--- config.mk ---
export PLATFORM = sky130hd
export DESIGN_NAME = sbsd_top
export DESIGN_NICKNAME = d
export VERILOG_FILES = /design/src/hdl/sbsd_pkg.sv /design/src/hdl/sbsd_rate_gen.sv /design/src/hdl/sbsd_shifter.sv /design/src/hdl/sbsd_top.sv
export SDC_FILE = /design/constraint.sdc
export NUM_CORES = 1
export LEC_CHECK = 0
export BUFFER_PORTS_ARGS = -buffer_cell sky130_fd_sc_hd__buf_2
export CAP_MARGIN = 40
export CORE_MARGIN = 2
export CORE_UTILIZATION = 40
export DETAILED_ROUTE_END_ITERATION = 8
export PLACE_DENSITY = 0.62
export SLEW_MARGIN = 20
export SYNTH_ARGS = -nofsm -noshare
export SYNTH_HDL_FRONTEND = slang
export SYNTH_SLANG_ARGS = --single-unit
export TNS_END_PERCENT = 20
--- constraint.sdc ---
create_clock -name clk -period 5.6 [get_ports clk]
set_input_delay 0.56 -clock clk [delete_from_list [all_inputs] [get_ports clk]]
set_output_delay 0.56 -clock clk [all_outputs]
set_load 0.02 [all_outputs]
--- src/hdl/sbsd_pkg.sv ---
// constants, field layout and state type of the serial rate, flag and data block
// assumes a single 20 MHz bus clock and byte-wide register access
`default_nettype none
package sbsd_pkg;
	localparam logic [1:0] ADDR_CTRL1 = 2'h0;
	localparam logic [1:0] ADDR_RATE  = 2'h1;
	localparam logic [1:0] ADDR_FLAGS = 2'h2;
	localparam logic [1:0] ADDR_DATA  = 2'h3;
	localparam int CTRL_GIE   = 7;
	localparam int CTRL_TIE   = 5;
	localparam int CTRL_MASTER_SELECT  = 4;
	localparam int CTRL_FDEN  = 2;
	localparam int CTRL_SELECT_OUTPUT_ENABLE  = 1;
	localparam logic [7:0] CTRL_MASK = 8'hB6;
	localparam logic [7:0] CTRL_RST  = 8'h00;
	localparam int RATE_PRE_LO = 4;
	localparam int RATE_DIV_LO = 0;
	localparam logic [7:0] RATE_MASK = 8'h77;
	localparam logic [7:0] RATE_RST  = 8'h00;
	localparam int FLAG_RXF  = 7;
	localparam int FLAG_TXE  = 5;
	localparam int FLAG_MODE_FAULT_FLAG = 4;
	localparam logic [7:0] DATA_RST = 8'h00;
	localparam logic [3:0] LAST_EDGE = 4'hF;
	typedef enum logic {
		SH_IDLE = 1'b0,
		SH_RUN  = 1'b1
	} sbsd_shift_e;
endpackage
`default_nettype wire

--- src/hdl/sbsd_rate_gen.sv ---
// bit rate generator: prescaler then power of two divider, half-bit tick out
// assumes synchronous reset release and same-clock inputs
`default_nettype none
module sbsd_rate_gen (
	input  wire logic       clk,
	input  wire logic       rst_n,
	input  wire logic       run,
	input  wire logic [2:0] pre_sel,
	input  wire logic [2:0] div_sel,
	output logic            half_tick
);
	logic [2:0] pre_q;
	logic [7:0] div_q;
	wire        pre_end = (pre_q == pre_sel);
	wire  [7:0] div_lim = (8'h01 << div_sel) - 8'h01;
	wire        div_end = pre_end && (div_q == div_lim);

	always_ff @(posedge clk or negedge rst_n) begin
		if (!rst_n) begin
			pre_q <= 3'h0;
			div_q <= 8'h00;
			half_tick <= 1'b0;
		end else if (!run) begin
			pre_q <= 3'h0;
			div_q <= 8'h00;
			half_tick <= 1'b0;
		end else begin
			pre_q <= pre_end ? 3'h0 : pre_q + 3'h1;
			if (pre_end)
				div_q <= div_end ? 8'h00 : div_q + 8'h01;
			half_tick <= div_end;
		end
	end
endmodule // sbsd_rate_gen
`default_nettype wire

--- src/hdl/sbsd_shifter.sv ---
// eight bit shifter: odd edges sample, even edges shift, sixteen edges a byte
// assumes edge pulses come from the rate generator or a synchronised clock pin
`default_nettype none
module sbsd_shifter (
	input  wire logic       clk,
	input  wire logic       rst_n,
	input  wire logic       load,
	input  wire logic [7:0] load_data,
	input  wire logic       edge_pulse,
	input  wire logic       in_bit,
	input  wire logic       drive_clk,
	output logic            busy,
	output logic            done,
	output logic [7:0]      rx_data,
	output logic            out_bit,
	output logic            sck
);
	sbsd_pkg::sbsd_shift_e st_q;
	logic [7:0] sr_q;
	logic [3:0] cnt_q;
	logic       samp_q;
	wire        run_edge = (st_q == sbsd_pkg::SH_RUN) && edge_pulse;
	wire  [7:0] next_sr  = {sr_q[6:0], samp_q};

	assign busy = (st_q == sbsd_pkg::SH_RUN);

	always_ff @(posedge clk or negedge rst_n) begin
		if (!rst_n) begin
			st_q <= sbsd_pkg::SH_IDLE;
			sr_q <= 8'h00;
			cnt_q <= 4'h0;
			samp_q <= 1'b0;
			done <= 1'b0;
			rx_data <= 8'h00;
			out_bit <= 1'b0;
			sck <= 1'b0;
		end else begin
			done <= 1'b0;
			if (load) begin
				st_q <= sbsd_pkg::SH_RUN;
				sr_q <= load_data;
				out_bit <= load_data[7];
				cnt_q <= 4'h0;
				sck <= 1'b0;
			end else if (run_edge) begin
				cnt_q <= cnt_q + 4'h1;
				sck <= drive_clk & ~sck;
				if (!cnt_q[0])
					samp_q <= in_bit;
				else begin
					sr_q <= next_sr;
					out_bit <= sr_q[6];
				end
				if (cnt_q == sbsd_pkg::LAST_EDGE) begin
					st_q <= sbsd_pkg::SH_IDLE;
					rx_data <= next_sr;
					done <= 1'b1;
				end
			end
		end
	end
endmodule // sbsd_shifter
`default_nettype wire

--- src/hdl/sbsd_top.sv ---
// serial port rate, flag and data registers with double-buffered shifter
// assumes one 20 MHz clock; pins arrive asynchronously and are synchronised
`default_nettype none
module sbsd_top (
	input  wire logic       clk,
	input  wire logic       rst_n,
	input  wire logic [1:0] reg_addr,
	input  wire logic [7:0] reg_wdata,
	input  wire logic       reg_wr,
	input  wire logic       reg_rd,
	output logic [7:0]      reg_rdata,
	input  wire logic       sck_in,
	input  wire logic       miso_in,
	input  wire logic       mosi_in,
	input  wire logic       ss_in_n,
	output logic            sck_out,
	output logic            data_out,
	output logic            irq
);
	////////////////////////////////////////////////////////////////
	// reset release
	logic rst_m_q;
	logic rst_s_n;

	always_ff @(posedge clk or negedge rst_n) begin
		if (!rst_n) begin
			rst_m_q <= 1'b0;
			rst_s_n <= 1'b0;
		end else begin
			rst_m_q <= 1'b1;
			rst_s_n <= rst_m_q;
		end
	end

	////////////////////////////////////////////////////////////////
	// pin synchronisers
	logic [3:0] pin_m_q;
	logic [3:0] pin_s_q;
	logic       ss_d1_q;
	logic       sck_d1_q;

	always_ff @(posedge clk or negedge rst_s_n) begin
		if (!rst_s_n) begin
			pin_m_q <= 4'h8;
			pin_s_q <= 4'h8;
			ss_d1_q <= 1'b1;
			sck_d1_q <= 1'b0;
		end else begin
			pin_m_q <= {ss_in_n, sck_in, miso_in, mosi_in};
			pin_s_q <= pin_m_q;
			ss_d1_q <= pin_s_q[3];
			sck_d1_q <= pin_s_q[2];
		end
	end

	wire ss_s   = pin_s_q[3];
	wire sck_s  = pin_s_q[2];
	wire miso_s = pin_s_q[1];
	wire mosi_s = pin_s_q[0];
	wire ss_fall  = ss_d1_q & ~ss_s;
	wire sck_edge = sck_d1_q ^ sck_s;

	////////////////////////////////////////////////////////////////
	// registers
	logic [7:0] ctrl_q;
	logic [7:0] rate_q;
	logic [7:0] txbuf_q;
	logic [7:0] rxbuf_q;
	logic       tx_full_q;
	logic       rxf_q;
	logic       txe_q;
	logic       mode_fault_flag_q;
	logic       rxf_arm_q;
	logic       txe_arm_q;
	logic       mode_fault_flag_arm_q;
	logic [7:0] rdata_q;
	logic       irq_q;

	wire wr_ctrl  = reg_wr && (reg_addr == sbsd_pkg::ADDR_CTRL1);
	wire wr_rate  = reg_wr && (reg_addr == sbsd_pkg::ADDR_RATE);
	wire wr_data  = reg_wr && (reg_addr == sbsd_pkg::ADDR_DATA);
	wire rd_flags = reg_rd && (reg_addr == sbsd_pkg::ADDR_FLAGS);
	wire rd_data  = reg_rd && (reg_addr == sbsd_pkg::ADDR_DATA);

	wire master  = ctrl_q[sbsd_pkg::CTRL_MASTER_SELECT];
	wire fd_en   = ctrl_q[sbsd_pkg::CTRL_FDEN];
	wire ss_oe   = ctrl_q[sbsd_pkg::CTRL_SELECT_OUTPUT_ENABLE];
	wire gie     = ctrl_q[sbsd_pkg::CTRL_GIE];
	wire tie     = ctrl_q[sbsd_pkg::CTRL_TIE];

	wire [7:0] flags_view = {rxf_q, 1'b0, txe_q, mode_fault_flag_q, 4'h0};

	////////////////////////////////////////////////////////////////
	// shifter and rate clock
	logic       half_tick;
	logic       sh_busy;
	logic       sh_done;
	logic [7:0] sh_rx;
	logic       sh_out;
	logic       sh_sck;

	wire tx_take   = wr_data && txe_arm_q && txe_q;
	wire move_tx   = tx_full_q && (!sh_busy || sh_done);
	wire edge_sel  = master ? half_tick : (sck_edge & ~ss_s);
	wire in_sel    = master ? miso_s : mosi_s;

	sbsd_rate_gen u_rate (
		.clk       (clk),
		.rst_n     (rst_s_n),
		.run       (master && sh_busy),
		.pre_sel   (rate_q[sbsd_pkg::RATE_PRE_LO +: 3]),
		.div_sel   (rate_q[sbsd_pkg::RATE_DIV_LO +: 3]),
		.half_tick (half_tick)
	);

	sbsd_shifter u_shift (
		.clk        (clk),
		.rst_n      (rst_s_n),
		.load       (move_tx),
		.load_data  (txbuf_q),
		.edge_pulse (edge_sel),
		.in_bit     (in_sel),
		.drive_clk  (master),
		.busy       (sh_busy),
		.done       (sh_done),
		.rx_data    (sh_rx),
		.out_bit    (sh_out),
		.sck        (sh_sck)
	);

	////////////////////////////////////////////////////////////////
	// flag next values; hardware set wins over clear, but RXF only sets while it is clear
	wire rxf_clr  = rd_data && rxf_arm_q;
	wire rxf_set  = sh_done && !rxf_q;
	wire txe_clr  = tx_take;
	wire mode_fault_flag_set = ss_fall && master && fd_en && !ss_oe;
	wire mode_fault_flag_clr = wr_ctrl && mode_fault_flag_arm_q;

	wire rxf_d  = rxf_set | (rxf_q & ~rxf_clr);
	wire txe_d  = move_tx | (txe_q & ~txe_clr);
	wire mode_fault_flag_d = mode_fault_flag_set | (mode_fault_flag_q & ~mode_fault_flag_clr);

	wire [7:0] rd_mux = (reg_addr == sbsd_pkg::ADDR_CTRL1) ? ctrl_q :
		(reg_addr == sbsd_pkg::ADDR_RATE) ? rate_q :
		(reg_addr == sbsd_pkg::ADDR_FLAGS) ? flags_view : rxbuf_q;

	wire irq_d = (tie & txe_q) | (gie & (rxf_q | mode_fault_flag_q));

	////////////////////////////////////////////////////////////////
	// control and rate registers
	always_ff @(posedge clk or negedge rst_s_n) begin
		if (!rst_s_n) begin
			ctrl_q <= sbsd_pkg::CTRL_RST;
			rate_q <= sbsd_pkg::RATE_RST;
		end else begin
			if (wr_ctrl)
				ctrl_q <= reg_wdata & sbsd_pkg::CTRL_MASK;
			if (wr_rate)
				rate_q <= reg_wdata & sbsd_pkg::RATE_MASK;
		end
	end

	////////////////////////////////////////////////////////////////
	// transmit and receive buffers
	always_ff @(posedge clk or negedge rst_s_n) begin
		if (!rst_s_n) begin
			txbuf_q <= sbsd_pkg::DATA_RST;
			rxbuf_q <= sbsd_pkg::DATA_RST;
			tx_full_q <= 1'b0;
		end else begin
			if (tx_take)
				txbuf_q <= reg_wdata;
			if (rxf_set)
				rxbuf_q <= sh_rx;
			tx_full_q <= tx_take | (tx_full_q & ~move_tx);
		end
	end

	////////////////////////////////////////////////////////////////
	// flags and their clear arming
	always_ff @(posedge clk or negedge rst_s_n) begin
		if (!rst_s_n) begin
			rxf_q <= 1'b0;
			txe_q <= 1'b1;
			mode_fault_flag_q <= 1'b0;
			rxf_arm_q <= 1'b0;
			txe_arm_q <= 1'b0;
			mode_fault_flag_arm_q <= 1'b0;
		end else begin
			rxf_q <= rxf_d;
			txe_q <= txe_d;
			mode_fault_flag_q <= mode_fault_flag_d;
			rxf_arm_q <= rxf_d & ((rd_flags & rxf_q) | (rxf_arm_q & ~rxf_clr));
			txe_arm_q <= txe_d & ((rd_flags & txe_q) | (txe_arm_q & ~txe_clr));
			mode_fault_flag_arm_q <= mode_fault_flag_d & ((rd_flags & mode_fault_flag_q) | (mode_fault_flag_arm_q & ~mode_fault_flag_clr));
		end
	end

	////////////////////////////////////////////////////////////////
	// read data and outputs
	always_ff @(posedge clk or negedge rst_s_n) begin
		if (!rst_s_n) begin
			rdata_q <= 8'h00;
			irq_q <= 1'b0;
		end else begin
			rdata_q <= reg_rd ? rd_mux : 8'h00;
			irq_q <= irq_d;
		end
	end

	assign reg_rdata = rdata_q;
	assign irq = irq_q;
	assign sck_out = sh_sck;
	assign data_out = sh_out;
endmodule // sbsd_top
`default_nettype wire
==> run_results.csv <==
group,metric,value,unit
status,status,"complete, no violations",
floorplanning,core-area,9680,um2
logic_synthesis,yosysSeqAreaShare,57.5,%
floorplanning,dieArea,10700,um2
clock_network,clk_pin_slew_worst_paths,0.10,ns
grt,track_usage,15.7,%
setup_path,cpMaxStageDelayCell,"dfrtp_1",
power_and_ir_drop,clock_power_share,25.9,%
logic_synthesis,ys_types,63,
power_and_ir_drop,pwr-share-seq,54.7,%
logic_synthesis,netlist_area,3970,um2
sta,holdWs,0.201,ns
clock_network,clock-root-buffer,"clkbuf_8",
sta,slew_viol_final,0,
final_layout,areaGrowthSynthToFinish,12.2,%
grt,antenna_found_initial,0,
logic_synthesis,yosys_warnings,0,
sta,period_share,40.0,%
sta,worstMarginPinSlew,0.713,ns
power_and_ir_drop,power_switching,0.568,mW
floorplanning,initial_utilization,41.0,%
final_layout,nFillCells,900,
power_and_ir_drop,vdd_drop_max,133,uV
clock_network,cts_made_buffers,9,
clock_network,post-cts-setup-buffers,0,
hold_path,hold_path_class,"reg2async",
power_and_ir_drop,p_comb_share,19.4,%
logic_synthesis,avgSynthCellArea,12.4,um2
routing,drt_drc_violations_left,0,
setup_path,timing.rr.start,"ctrl_q[4]",
final_layout,fin_nets,372,
clock_network,clock_latency,0.37,ns
power_and_ir_drop,swShare,33.5,%
logic_synthesis,synth_seq_cells,91,
logic_synthesis,synth_edf_count,0,
grt,grt-ovfl-total,0,
sta,min_period,2.24,ns
final_layout,layout_common_cells,"dfrtp_1, mux2_2, nand2_1",
floorplanning,io_pins,29,
sta,slew_headroom,52.3,%
final_layout,antennaDiodeCount,0,
setup_path,endpoint_kind,"flop",
clock_network,cts_hold_buf,1,
setup_path,crit_fanout,12,
final_layout,drive_above_1_share,30.1,%
clock_network,cts_sinks,91,
setup_path,rr_endpoint,"u_shift.cnt_q[3]",
setup_path,crit_path_max_incr_delay,0.55,ns
sta,rsz0062_at_grt,"no",
setup_path,crit_path_start_kind,"flop",
routing,avgViaCountPerCell,5.18,
logic_synthesis,synth_top_area_cell,"dfrtp_1",
logic_synthesis,syn_inst,321,
sta,setup_tns,0,ns
setup_path,cp.required,5.88,ns
routing,drt_iter0_drc,132,
routing,ant_nets,0,
placement,place_congestion,0.787,
logic_synthesis,post-synth-top-area-fraction,54.9,%
clock_network,cts_tree,"yes",
setup_path,arrival,2.52,ns
sta,timing_hold_violations_final,0,
routing,vias,2535,
floorplanning,core.rowCount,36,
flow_run,drv_cap,0,
routing,firstDrtPassIters,5,
clock_network,htreeDepth,3,
logic_synthesis,synth_flop_cell,"dfrtp_1",
final_layout,mostFrequentLayoutCell,"dfrtp_1",
grt,grt_pass1_wl,13400,um
power_and_ir_drop,p_int,1.13,mW
floorplanning,die_height,104,um
clock_network,ctsResizeCount,0,
sta,fmax,447,MHz
power_and_ir_drop,power.density,381,nW/um2
logic_synthesis,synth_nets,342,
clock_network,clockBufferDepth,2,
logic_synthesis,asyncSetResetFlopFracSynth,100,%
setup_path,rrSetupSlack,3.36,ns
grt,grt_pass1_vias,2543,
sta,skew,0.0133,ns
setup_path,crit_type,"reg2reg",
sta,setup_violations,0,
placement,portBuffers,28,
grt,grt_start_max_net_pins,55,
floorplanning,fp.dieW,104,um
logic_synthesis,synth_area_leaders,"dfrtp_1, mux2_2, nand2_1",
power_and_ir_drop,power_leakage,2.04,nW
routing,wl_per_cell,16.3,um
setup_path,rr_worst_depth,4,
placement,dp_hpwl,5720,um
setup_path,path_cells,"o31ai_2 -> nand3_1 -> or3_1 -> a21oi_1",
routing,totalWireLength,7980,um
==> sequential cells by signal, summed over array words and instances (netlist names), 4 cells and up <==
| register | cells |
|---|---|
| pin_m_q | 4 |
| txbuf_q | 8 |
| u_rate.div_q | 8 |
| rate_q | 6 |
| u_shift.cnt_q | 4 |
| pin_s_q | 4 |
| rxbuf_q | 8 |
| u_shift.sr_q | 7 |
| reg_rdata | 8 |
| u_shift.rx_data | 8 |
| ctrl_q | 5 |
==> power by group through the flow <==
stage               clock network, mW  logic, mW  registers, mW
global route                    0.474      0.372          0.948
global placement                    0      0.317          0.935
CTS                             0.451      0.333          0.928
finish                          0.439      0.328          0.927
floorplan                           0      0.255          0.906
detailed placement                  0      0.330          0.940
==> Yosys cell counts, drive strengths merged, types with 3 or more instances <==
cell type	count
a21oi	12
and2	5
buf	6
clkbuf	7
dfrtp	87
dfstp	4
ha	3
inv	5
mux2	37
mux2i	13
nand2	37
nand3	9
nand4	3
nor2	17
nor2b	3
nor3b	3
o21ai	16
o31ai	6
or2	3
or3	5
xnor2	7
xor2	3
==> worst max-delay path: cells and delay by family, from the launching register on <==
| kind | cells | cell delay [ns] |
|---|---|---|
| AOI/OAI and AO/OA | 2 | 0.63 |
| DFF | 1 | 0.55 |
| and+or+nand+nor | 2 | 0.97 |
==> how the worst max path moves through the flow <==
stage,start,slack (ns),cells past startpoint,to
floorplan,rst_s_n,2.88,0,ctrl_q[1]
global placement,reg_addr[1],3.39,4,txbuf_q[3]
detailed placement,reg_addr[1],3.35,4,txbuf_q[1]
CTS,ctrl_q[4],3.33,4,u_shift.cnt_q[3]
global route,ctrl_q[4],3.17,4,u_shift.cnt_q[3]
finish,ctrl_q[4],3.36,4,u_shift.cnt_q[3]
==> routing by layer <==
| layer | part of all wire [%] | GRT usage [%] | wire length, um | vias to the layer above |
|---|---|---|---|---|
| met5 | 0 | 0 | 0 | - |
| met1 | 49 | 22.7 | 3910 | 1254 |
| met4 | 2.1 | 6.08 | 166 | 0 |
| met2 | 45 | 23.7 | 3560 | 66 |
| li1 | - | - | - | 1201 |
| met3 | 4.3 | 2.89 | 346 | 14 |
==> area by class of cell <==
class / count / area (um2) / area share [%]
timing repair buffer: 32 / 196 / 4.42
sequential: 91 / 2290 / 51.4
inverter: 5 / 18.8 / 0.422
clock buffer: 9 / 124 / 2.78
multi-input combinational: 212 / 1590 / 35.8
tap: 133 / 166 / 3.74
clock inverter: 7 / 66.3 / 1.49
==> metrics by stage <==
step | setup WS (ns) | utilization, % | cells | instance area, um2 | power, mW
after floorplan | 2.88 | - | 321 | 3970 | 1.16
after global placement | 3.39 | 43.5 | 470 | 4210 | 1.25
after detailed placement | 3.35 | 43.9 | 472 | 4250 | 1.27
after CTS | 3.33 | 45.9 | 489 | 4450 | 1.71
after global routing | 3.17 | 45.9 | 489 | 4450 | 1.79
final | 3.36 | 45.9 | 489 | 4450 | 1.69
==> cell families after synthesis <==
logic type / share of synthesized area (%)
adder cells (fa/ha/maj): 0.946
multiplexers: 14.9
AO/OA/AOI/OAI: 9.62
AND/OR/NAND/NOR: 12.2
flip-flops: 57.5
other: 0.0945
buffers and inverters: 2.43
XOR/XNOR: 2.21
Note: power is estimated with default switching activity, not from simulation.
